### src/hw/tcf_pkg.sv
`default_nettype none
// ==========================================================
// shared constants for the codeblock sync framer
package tcf_pkg;

    // nominal code rate selections, in rate_sel order 0..3
    typedef enum logic [1:0] {RATE_HALF, RATE_THIRD, RATE_QUARTER, RATE_SIXTH} tcf_rate_t;

    // framer sequencing states
    typedef enum logic [1:0] {ST_IDLE, ST_MARK, ST_DATA, ST_TAIL} tcf_state_t;

    // ==========================================================
    // encoder tap vectors, leftmost bit is the adder input
    localparam logic [4:0] TAPS_FEEDBACK   = 5'h13; // 10011
    localparam logic [4:0] TAPS_FWD_ONE    = 5'h1B; // 11011
    localparam logic [4:0] TAPS_FWD_TWO    = 5'h15; // 10101
    localparam logic [4:0] TAPS_FWD_THREE  = 5'h1F; // 11111
    localparam int         ENC_STAGES      = 4;
    localparam int         TAIL_BITS       = 4;

    // ==========================================================
    // sync markers, left aligned in a 192-bit field, first sent bit on the left
    localparam int           MARK_FIELD    = 192;
    localparam logic [191:0] MARK_PLAIN    = {32'h1ACFFC1D, 160'h0};
    localparam logic [191:0] MARK_HALF     = {64'h034776C7272895B0, 128'h0};
    localparam logic [191:0] MARK_THIRD    = {96'h25D5C0CE8990F6C9461BF79C, 96'h0};
    localparam logic [191:0] MARK_QUARTER  = {64'h034776C7272895B0,
                                              64'hFCB88938D8D76A4F, 64'h0};
    localparam logic [191:0] MARK_SIXTH    = {96'h25D5C0CE8990F6C9461BF79C,
                                              96'hDA2A3F31766F0936B9E40863};
    localparam logic [7:0]   MLEN_PLAIN    = 8'h20;
    localparam logic [7:0]   MLEN_HALF     = 8'h40;
    localparam logic [7:0]   MLEN_THIRD    = 8'h60;
    localparam logic [7:0]   MLEN_QUARTER  = 8'h80;
    localparam logic [7:0]   MLEN_SIXTH    = 8'hC0;

    // ==========================================================
    // symbols per bit time at each rate
    localparam logic [2:0]   SPB_PLAIN     = 3'h1;
    localparam logic [2:0]   SPB_HALF      = 3'h2;
    localparam logic [2:0]   SPB_THIRD     = 3'h3;
    localparam logic [2:0]   SPB_QUARTER   = 3'h4;
    localparam logic [2:0]   SPB_SIXTH     = 3'h6;

    // default information block length in bits
    localparam int           BLOCK_LEN_DEF = 1784;

endpackage
`default_nettype wire

### src/hw/tcf_framer.sv
// Operation
// - clear both encoders at block start, then run them for k+4 bit times
// - first k bit times feed information bits into both encoders
// - last 4 bit times feed each encoder its own feedback, ending at zero
// - keep emitting during termination; systematic carries 4 feedback bits
// - each codeblock holds exactly (k+4)/r symbols
// - rate 1/3 order: systematic, first parity one, second parity one
// - rate 1/4 order: systematic, first parity two, three, second parity one
// - rate 1/6 order: systematic, first one two three, second one three
// - rate 1/2: systematic and first parity, then systematic and second parity
// - coded data: marker joins encoder output without being encoded
// - uncoded channel: marker sits directly in front of each frame
// - inner code downstream encodes marker; outer code never sees it
// - non-turbo marker is 32-bit 1ACFFC1D
// - turbo marker length 32/r; rate 1/2 uses 034776C7272895B0
// - rate 1/3 marker is 25D5C0CE8990F6C9461BF79C
// - rate 1/4 marker is rate 1/2 pattern then FCB88938D8D76A4F
// - rate 1/6 marker is rate 1/3 pattern then DA2A3F31766F0936B9E40863
// - marker leaves most significant bit first
// - marker follows previous block's last symbol with no gap
// - feedback taps 10011; first parity taps 11011 on both encoders
// - rate 1/4 first encoder uses 10101 and 11111; second uses 11011
`timescale 1ns/100ps
`default_nettype none
module tcf_framer
    import tcf_pkg::*;
#(
    parameter int KW = 15
) (
    input  wire logic          clock,
    input  wire logic          rstn,
    input  wire logic          run_en,
    input  wire logic          turbo_en,
    input  wire logic [1:0]    rate_sel,
    input  wire logic [KW-1:0] block_len,
    input  wire logic          info_bit,
    input  wire logic          info_bit_perm,
    input  wire logic          info_valid,
    output logic               info_ready,
    output logic               sym_out_q,
    output logic               sym_valid_q,
    output logic               sym_is_marker_q,
    output logic               sym_unit_start_q,
    input  wire logic          sym_ready
);

    // ==========================================================
    // elaboration checks
    if (KW < 3 || KW > 24) begin : g_bad_kw
        $error("tcf_framer: KW out of range");
    end

    // ==========================================================
    // helper functions
    // parity of an adder input and the four register stages under a tap vector
    function automatic logic tap_xor(input logic [4:0] taps, input logic a,
                                     input logic [3:0] d);
        tap_xor = (taps[4] & a) ^ (taps[3] & d[0]) ^ (taps[2] & d[1])
                ^ (taps[1] & d[2]) ^ (taps[0] & d[3]);
    endfunction

    // symbols per bit time for the latched mode
    function automatic logic [2:0] sym_per_bit(input logic turbo, input tcf_rate_t r);
        if (!turbo) begin
            sym_per_bit = SPB_PLAIN;
        end else begin
            unique case (r)
                RATE_HALF:    sym_per_bit = SPB_HALF;
                RATE_THIRD:   sym_per_bit = SPB_THIRD;
                RATE_QUARTER: sym_per_bit = SPB_QUARTER;
                RATE_SIXTH:   sym_per_bit = SPB_SIXTH;
            endcase
        end
    endfunction

    // marker pattern for the latched mode
    function automatic logic [191:0] mark_word(input logic turbo, input tcf_rate_t r);
        if (!turbo) begin
            mark_word = MARK_PLAIN;
        end else begin
            unique case (r)
                RATE_HALF:    mark_word = MARK_HALF;
                RATE_THIRD:   mark_word = MARK_THIRD;
                RATE_QUARTER: mark_word = MARK_QUARTER;
                RATE_SIXTH:   mark_word = MARK_SIXTH;
            endcase
        end
    endfunction

    // ==========================================================
    // state and datapath signals
    tcf_state_t      state_q;
    tcf_rate_t       rate_q;
    logic            turbo_q;
    logic [KW-1:0]   k_q;
    logic [7:0]      mk_idx_q;
    logic [KW:0]     bit_cnt_q;
    logic [2:0]      sym_idx_q;
    logic [3:0]      enc_a_q;
    logic [3:0]      enc_b_q;
    logic            hold_a_q;
    logic            hold_b_q;
    logic [2:0]      spb;
    logic [7:0]      mlen;
    logic [191:0]    mark_pat;
    logic            first_sym;
    logic            need_in;
    logic            out_free;
    logic            adv;
    logic            bit_end;
    logic            mark_end;
    logic            data_end;
    logic            blk_end;
    logic            fb_a;
    logic            fb_b;
    logic            u_a;
    logic            u_b;
    logic            a_a;
    logic            a_b;
    logic            p1a;
    logic            p2a;
    logic            p3a;
    logic            p1b;
    logic            p3b;
    logic            mark_bit;
    logic            sym_d;

    assign spb       = sym_per_bit(turbo_q, rate_q);
    assign mlen      = MLEN_PLAIN * {5'h00, spb};
    assign mark_pat  = mark_word(turbo_q, rate_q);
    assign first_sym = (sym_idx_q == 3'h0);

    // ==========================================================
    // advance control: one symbol per cycle while output slot is free
    assign out_free   = !sym_valid_q || sym_ready;
    assign need_in    = (state_q == ST_DATA) && first_sym;
    assign adv        = (state_q != ST_IDLE) && out_free && (!need_in || info_valid);
    assign info_ready = need_in && out_free;
    assign bit_end    = (sym_idx_q == spb - 3'h1);
    assign mark_end   = (state_q == ST_MARK) && (mk_idx_q == mlen - 8'h01);
    assign data_end   = (state_q == ST_DATA) && bit_end
                      && (bit_cnt_q == {1'b0, k_q} - {{KW{1'b0}}, 1'b1});
    assign blk_end    = adv && bit_end
                      && (((state_q == ST_TAIL)
                           && (bit_cnt_q == {1'b0, k_q} + (KW+1)'(TAIL_BITS - 1)))
                          || (data_end && !turbo_q));

    // ==========================================================
    // encoder inputs: information bits, then own feedback during tail
    assign fb_a = tap_xor(TAPS_FEEDBACK & 5'h0F, 1'b0, enc_a_q);
    assign fb_b = tap_xor(TAPS_FEEDBACK & 5'h0F, 1'b0, enc_b_q);
    always_comb begin
        if (state_q == ST_TAIL) begin
            u_a = fb_a;
            u_b = fb_b;
        end else if (first_sym) begin
            u_a = info_bit;
            u_b = info_bit_perm;
        end else begin
            u_a = hold_a_q;
            u_b = hold_b_q;
        end
    end
    assign a_a = u_a ^ fb_a;
    assign a_b = u_b ^ fb_b;

    // parity outputs
    assign p1a = tap_xor(TAPS_FWD_ONE, a_a, enc_a_q);
    assign p2a = tap_xor(TAPS_FWD_TWO, a_a, enc_a_q);
    assign p3a = tap_xor(TAPS_FWD_THREE, a_a, enc_a_q);
    assign p1b = tap_xor(TAPS_FWD_ONE, a_b, enc_b_q);
    assign p3b = tap_xor(TAPS_FWD_THREE, a_b, enc_b_q);

    // marker bit, most significant first
    assign mark_bit = mark_pat[8'(MARK_FIELD - 1) - mk_idx_q];

    // ==========================================================
    // symbol multiplexer
    always_comb begin
        sym_d = u_a;
        if (state_q == ST_MARK) begin
            sym_d = mark_bit;
        end else if (turbo_q && !first_sym) begin
            unique case (rate_q)
                RATE_HALF:    sym_d = bit_cnt_q[0] ? p1b : p1a;
                RATE_THIRD:   sym_d = (sym_idx_q == 3'h1) ? p1a : p1b;
                RATE_QUARTER: begin
                    unique case (sym_idx_q)
                        3'h1:    sym_d = p2a;
                        3'h2:    sym_d = p3a;
                        default: sym_d = p1b;
                    endcase
                end
                RATE_SIXTH: begin
                    unique case (sym_idx_q)
                        3'h1:    sym_d = p1a;
                        3'h2:    sym_d = p2a;
                        3'h3:    sym_d = p3a;
                        3'h4:    sym_d = p1b;
                        default: sym_d = p3b;
                    endcase
                end
            endcase
        end
    end

    // ==========================================================
    // sequencer
    always_ff @(posedge clock or negedge rstn) begin
        if (!rstn) begin
            state_q <= ST_IDLE;
        end else begin
            unique case (state_q)
                ST_IDLE: if (run_en) state_q <= ST_MARK;
                ST_MARK: if (adv && mark_end) state_q <= ST_DATA;
                ST_DATA: begin
                    if (blk_end) begin
                        state_q <= run_en ? ST_MARK : ST_IDLE;
                    end else if (adv && data_end) begin
                        state_q <= ST_TAIL;
                    end
                end
                ST_TAIL: if (blk_end) state_q <= run_en ? ST_MARK : ST_IDLE;
            endcase
        end
    end

    // mode latch at marker start
    always_ff @(posedge clock or negedge rstn) begin
        if (!rstn) begin
            rate_q  <= RATE_HALF;
            turbo_q <= 1'b0;
            k_q     <= KW'(BLOCK_LEN_DEF);
        end else if (run_en && (state_q == ST_IDLE || blk_end)) begin
            rate_q  <= tcf_rate_t'(rate_sel);
            turbo_q <= turbo_en;
            k_q     <= block_len;
        end
    end

    // marker, bit and symbol counters
    always_ff @(posedge clock or negedge rstn) begin
        if (!rstn) begin
            mk_idx_q  <= 8'h00;
            bit_cnt_q <= '0;
            sym_idx_q <= 3'h0;
        end else if (adv) begin
            if (state_q == ST_MARK) begin
                mk_idx_q  <= mark_end ? 8'h00 : mk_idx_q + 8'h01;
                bit_cnt_q <= '0;
            end else begin
                sym_idx_q <= bit_end ? 3'h0 : sym_idx_q + 3'h1;
                if (bit_end) bit_cnt_q <= blk_end ? '0 : bit_cnt_q + (KW+1)'(1);
            end
        end
    end

    // component encoders: cleared in idle and the marker, shifted once per bit time in turbo mode
    always_ff @(posedge clock or negedge rstn) begin
        if (!rstn) begin
            enc_a_q <= 4'h0;
            enc_b_q <= 4'h0;
        end else if (state_q == ST_MARK || state_q == ST_IDLE) begin
            enc_a_q <= 4'h0;
            enc_b_q <= 4'h0;
        end else if (adv && bit_end && turbo_q) begin
            enc_a_q <= {enc_a_q[2:0], a_a};
            enc_b_q <= {enc_b_q[2:0], a_b};
        end
    end

    // information bits held for the rest of the bit time
    always_ff @(posedge clock or negedge rstn) begin
        if (!rstn) begin
            hold_a_q <= 1'b0;
            hold_b_q <= 1'b0;
        end else if (adv && need_in) begin
            hold_a_q <= info_bit;
            hold_b_q <= info_bit_perm;
        end
    end

    // registered symbol output
    always_ff @(posedge clock or negedge rstn) begin
        if (!rstn) begin
            sym_out_q        <= 1'b0;
            sym_valid_q      <= 1'b0;
            sym_is_marker_q  <= 1'b0;
            sym_unit_start_q <= 1'b0;
        end else if (adv) begin
            sym_out_q        <= sym_d;
            sym_valid_q      <= 1'b1;
            sym_is_marker_q  <= (state_q == ST_MARK);
            sym_unit_start_q <= (state_q == ST_MARK) && (mk_idx_q == 8'h00);
        end else if (sym_ready) begin
            sym_valid_q      <= 1'b0;
            sym_unit_start_q <= 1'b0;
        end
    end

    // ==========================================================
    // checks
    logic [KW+3:0] blk_sym_q; // symbols of the current codeblock
    always_ff @(posedge clock or negedge rstn) begin
        if (!rstn) begin
            blk_sym_q <= '0;
        end else if (state_q == ST_MARK) begin
            blk_sym_q <= '0;
        end else if (adv) begin
            blk_sym_q <= blk_sym_q + (KW+4)'(1);
        end
    end
endmodule
`default_nettype wire

### config.mk
export PLATFORM = sky130hd
export DESIGN_NAME = tcf_framer
export DESIGN_NICKNAME = d
export VERILOG_FILES = /design/src/hw/tcf_pkg.sv /design/src/hw/tcf_framer.sv
export SDC_FILE = /design/constraint.sdc
export NUM_CORES = 1
export LEC_CHECK = 0
export ABC_AREA = 1
export BUFFER_PORTS_ARGS = -buffer_cell sky130_fd_sc_hd__buf_2
export CAP_MARGIN = 10
export CORE_ASPECT_RATIO = 1.75
export CORE_MARGIN = 4
export CORE_UTILIZATION = 49
export CTS_CLUSTER_SIZE = 28
export DETAILED_ROUTE_END_ITERATION = 7
export PLACE_DENSITY = 0.66
export SLEW_MARGIN = 25
export SYNTH_ARGS = -nofsm -noshare
export SYNTH_HDL_FRONTEND = slang
export SYNTH_SLANG_ARGS = --single-unit
### constraint.sdc
create_clock -name clock -period 2.6 [get_ports clock]
set_input_delay 0.26 -clock clock [delete_from_list [all_inputs] [get_ports clock]]
set_output_delay 0.26 -clock clock [all_outputs]
set_load 0.005 [all_outputs]
# Yosys cells after proc, flatten, opt, wreduce, memory -nomap -nowiden
# Index checks and enable logic that the tools add are counted.
dict set report op_classes {
  bitwise 19
  mux 36
  eq_ne 18
  order_cmp 1
  n_addsub 8
  reduce_logical 39
}
# op n
set op_table {}
lappend op_table {{$pmux W192 S4} 1}
lappend op_table {{$mux W192} 1}
lappend op_table {{$mux W16} 3}
lappend op_table {{$eq A16 B16 Y1} 2}
lappend op_table {{$logic_and A1 B1 Y1} 18}
lappend op_table {{$xor A1 B1 Y1} 18}
lappend op_table {{$add A15 B2 Y16 const B} 1}
lappend op_table {{$add A16 B1 Y16 const B} 1}
lappend op_table {{$mux W4} 4}
lappend op_table {{$sub A15 B1 Y16 const B} 1}
lappend op_table {{$mux W1} 13}
lappend op_table {{$pmux W3 S4} 1}
lappend op_table {{$mux W2} 5}
lappend op_table {{$lt A8 B9 Y1 const B} 1}
lappend op_table {{$add A8 B1 Y8 const B} 1}
lappend op_table {{$bmux W1 S8} 1}
lappend op_table {{$eq A2 B2 Y1 const B} 4}
lappend op_table {{$eq A8 B8 Y1} 1}
lappend op_table {{$logic_not A8 Y1} 1}
lappend op_table {{$mux W8} 1}
lappend op_table {{$pmux W1 S4} 2}
lappend op_table {{$pmux W2 S4} 1}
lappend op_table {{$reduce_bool A2 Y1} 4}
lappend op_table {{$sub A8 B1 Y8 const B} 1}
lappend op_table {{20 further kinds} 34}
dict set report totals {
  regBits 61
  inputBits 25
  word_cells 136
}

# Longest topological paths before layout
dict set report depth {
  word_depth 13
  depth_mapped 23
}

# Worst setup path before layout
# OpenSTA, ideal clock, no wires.
dict set report synth_timing {
  path_kind {register -> register}
  startpoint {reg rate_q[1]}
  endpoint {reg state_q[1]}
  arrival_time_ns 2.286
  synth_period_minus_slack_ns 2.412
  path_stages_with_launch 18
  path_slack_ns 0.188
  setup_ns 0.126
  cell_sequence {dfrtp_1 > buf_4 > nand2_2 > nand2_2 > ha_1 > xor2_1 > nand3_1 > nor2_1 > nand3_1 > nor2_1 > nand2_1 > nor2_2 > nand3_1 > nand2_2 > nand2_4 > buf_2 > a21boi_0 > a21oi_1}
}
dict set report synth_via {
  elab_chain_cells 12
}
# item line_no
set synth_rtl {}
lappend synth_rtl {{start: declaration} tcf_framer.sv:93} ;# tcf_rate_t rate_q;
lappend synth_rtl {{start signal: assignment} tcf_framer.sv:235} ;# rate_q <= tcf_rate_t'(rate_sel);
lappend synth_rtl {{$eq A2 B2 Y1 (tied with other cells)} tcf_framer.sv:67} ;# unique case (r)
lappend synth_rtl {{$pmux W3 S4 *} tcf_framer.sv:67}
lappend synth_rtl {{$mux W3 *} tcf_framer.sv:64} ;# if (!turbo) begin
lappend synth_rtl {{branches (longest 9 deep; another with $sub A8 B1 Y8)} n/a}
lappend synth_rtl {{end signal: assignment} tcf_framer.sv:218} ;# state_q <= run_en ? ST_MARK : ST_IDLE;
lappend synth_rtl {{end signal: assignment} tcf_framer.sv:223} ;# ST_TAIL: if (blk_end) state_q <= run_en ? ST_MARK : ST_IDLE;
lappend synth_rtl {{end: declaration} tcf_framer.sv:92} ;# tcf_state_t state_q;
# Every way passes the cells marked *.
# A chain may end at the register's enable or synchronous reset.

# Worst setup path in the final report
dict set report layout_timing {
  startpoint {reg k_q[1]}
  endpoint {reg k_q[8]}
}
dict set report layout_via {
  elab_chain_cells 8
}
# item line_no
set layout_rtl {}
lappend layout_rtl {{start: declaration} tcf_framer.sv:95} ;# logic [KW-1:0] k_q;
lappend layout_rtl {{start signal: assignment} tcf_framer.sv:233} ;# k_q <= KW'(BLOCK_LEN_DEF);
lappend layout_rtl {{start signal: assignment} tcf_framer.sv:237} ;# k_q <= block_len;
lappend layout_rtl {{$sub A15 B1 Y16} tcf_framer.sv:142} ;# && (bit_cnt_q == {1'b0, k_q} - {{KW{1'b0}}, 1'b1});
lappend layout_rtl {{$eq A16 B16 Y1} tcf_framer.sv:142}
lappend layout_rtl {{$logic_and A1 B1 Y1} tcf_framer.sv:142}
lappend layout_rtl {{$logic_and A1 B1 Y1} tcf_framer.sv:146} ;# || (data_end && !turbo_q));
lappend layout_rtl {{$logic_or A1 B1 Y1 *} tcf_framer.sv:146}
lappend layout_rtl {{$logic_and A1 B1 Y1 *} tcf_framer.sv:144} ;# && (((state_q == ST_TAIL)
lappend layout_rtl {{$logic_or A1 B1 Y1 *} tcf_framer.sv:234} ;# end else if (run_en && (state_q == ST_IDLE || blk_end)) begin
lappend layout_rtl {{$logic_and A1 B1 Y1 *} tcf_framer.sv:234}
# Every way passes the cells marked *; elsewhere a longest branch is shown, timed or not.

==> flow_summary.ini <==
[run_status]
status = finished with violations
violations = negative hold slack

[sta]
setup_violations = 0
period_share = 0.999
setup_slack_ns = 0.00351
rsz0062_at_grt = yes
slew_viol_final = 0
finalClockSkew_ns = 0.00701
holdWs_ns = -0.00820
hold_viol_final = 4
post-route-min-period_ns = 2.60
max_freq_mhz = 385
slew_headroom = 0.483
worst_slew_pin_slew_ns = 0.775
setup_tns_ns = 0

[route]
vias = 6107
via_per_inst = 5.80
post_drt_wl_per_cell_microns = 19.0
dr.pass1.iters = 6
drc = 0
initialDrtViolationCount = 291
totalWireLength_mm = 20.0
antenna_left = 0

[place]
dp_hpwl_mm = 15.5
placed_cell_area_sq_um = 6000
gp_congestion = 0.991
port_buffers = 29
dp_slack_ns = 0.0485
dp.cells = 1027

[clock_network]
cts_hold_buffers = 0
clk_pin_slew_worst_paths_ns = 0.05
cts_max_level = 3
cts_root_buf = clkbuf_16
clk_latency_ns = 0.34
cts_buffer_depth = 2
cts_made_buffers = 9
cts.sink_count = 61
cts_tree = done

[floorplan]
die_h_microns = 147
initial_utilization = 0.503
io_pins = 30
placement_rows = 50
core_sq_um = 10800
fp.dieArea_sq_um = 12900
fp.dieW_microns = 87.5

[synthesis]
synth_edf_count = 0
synth_cell_type_count = 46
ys_ff_latch = 61
synth.avg_cell_area_sq_um = 6.45
yosys.area.top_type = dfrtp_1
synth.most_common_cell = nand2_1
syn-instance-count = 839
seq_area_frac_synth = 0.284
synth_common_cells = nand2_1, nand3_1, inv_1
syn-cell-area_sq_um = 5410
yosys-top-cells-area = dfrtp_1, nand2_1, nand3_1
synth.top_cell.area_share = 0.250
synthFlopType = dfrtp_1
yosysWarnings = 0
async_reset_ff_frac = 1.00
syn_nets = 875

[critical_path]
startpoint = k_q[1]$_DFFE_PN0P_
slowest_stage = dfrtp_1
critPathBufInv = 3
crit_type = flop to flop
crit_cells = 17
cp-end-kind = flop
crit_fanout = 6
rrSetupSlack_ns = 0.004
r2r-end = k_q[8]$_DFFE_PN0P_
r2r_cells = 17
crit_end = k_q[8]$_DFFE_PN0P_
r2r-start = k_q[1]$_DFFE_PN0P_
crit_arrival_ns = 2.82
critPathRequiredTime_ns = 2.82
cp_common_cell = nand2_1
path_cells = inv_1 -> ha_2 -> inv_1 -> nand2_2 -> nor2_4 -> nand3_1 -> nand2_1 -> nand2_1 -> o211ai_1 -> nor2_1 -> nand3_1 -> nand2_2 -> nand2_4 -> nand2_8 -> clkbuf_16 -> nand3_2 -> nand2_1
cp_slowest_stage_delay_ns = 0.36
startpoint_type = flop
cp_top_family = simple AND/OR/NAND/NOR gates

[cells_and_area]
antenna_cells = 0
fin_nets = 954
syn_to_final_growth_pct = 21.7
layout-drive-gt1-share = 0.209
design_area_sq_um = 6590
final_core_util = 0.612
finalNonFillerCells = 1053

[global_route]
antenna_found_initial = 0
gr-total-overflow = 0
grt_max_degree = 33
grt_pass1_wl_mm = 30.5
grt_pass1_vias = 6292
track_usage = 0.311

[min_path]
hold_class = primary input to async pin

[power]
peakVddDrop_mv = 0.731
power_density_nw_per_um2 = 1340
p_leak_nw = 3.18

[run]
drv_cap = 0
[how the worst min path moves through the flow]
stage	end	slack, ns	cells after the start
2_1_floorplan	bit_cnt_q[0]$_DFFE_PN0P_	-0.04	0
3_3_place_gp	k_q[0]$_DFFE_PN0P_	0.35	1
3_5_place_dp	k_q[0]$_DFFE_PN0P_	0.37	1
4_1_cts	state_q[1]$_DFFE_PN0P_	0.02	1
5_1_grt	state_q[0]$_DFFE_PN0P_	0.05	1
6_report	k_q[0]$_DFFE_PN0P_	-0.008	1
[what timing repair did]
action,4_1_cts,5_1_grt
resized for setup,0,41
endpoints found under the setup margin,0,46
setup buffers,0,6
[flip-flops by register name (all words and copies together), names as in the netlist, 2 cells and up]
name and flops:
enc_a_q 4, state_q 2, bit_cnt_q 16, enc_b_q 4
sym_idx_q 3, k_q 15, mk_idx_q 8, rate_q 2
[cell families after synthesis]
family,count (synthesis),share of synthesized area
compound gates,112,0.115
xor+xnor,38,0.0615
fa+ha+maj,11,0.0254
buf+inv,130,0.101
flops,61,0.284
mux,2,0.00393
simple gates,485,0.410
[final cells by class]
cell class              count  area (sq um)
inverters                 100           375
repair buffers             97           711
clock buffers              10           239
well taps                 130           163
flip-flops and latches     61          1540
clock inverters             6          68.8
multi-input cells         649          3490
fillers                  1042          4170
[through the flow]
stage | hold WS, ns | power (mW)
3_3_place_gp | 0.352 | 6.97
5_1_grt | 0.0504 | 9.45
6_report | -0.00820 | 8.81
3_5_place_dp | 0.368 | 7.05
4_1_cts | 0.0156 | 8.34
2_1_floorplan | -0.0356 | 5.19
[worst reg2reg max path, delay by kind of cell, from the launching register on]
| family | cells | cell delay (ns) |
|---|---|---|
| compound gates | 1 | 0.36 |
| buf+inv | 3 | 0.36 |
| flops | 1 | 0.36 |
| fa+ha+maj | 1 | 0.20 |
| simple gates | 12 | 1.21 |
[cells in the final DEF (no fill, tap or decap), types with 22 or more instances in the layout]
cell type	count
a21oi_1	29
xor2_1	29
inv_1	92
nor2_1	84
buf_2	29
buf_4	63
nand2_1	205
dfrtp_1	52
o21ai_0	48
nand3_1	98
nand4_1	22
[report_power, final]
| part | internal (mW) | total (mW) | switching [mW] | leakage [nW] |
|---|---|---|---|---|
| Clock | 0.775 | 1.25 | 0.476 | 0.149 |
| Combinational | 2.11 | 5.59 | 3.48 | 2.27 |
| Sequential | 1.34 | 1.97 | 0.625 | 0.764 |
[per-layer routing]
layer / global-route usage / up-vias / wire length, microns
li1: - / 2911 / -
met1: 0.255 / 2881 / 6060
met2: 0.598 / 212 / 11400
met3: 0.0488 / 103 / 734
met4: 0.267 / 0 / 1880
met5: 0 / - / 0
Note: power is estimated with default switching activity, not from simulation.
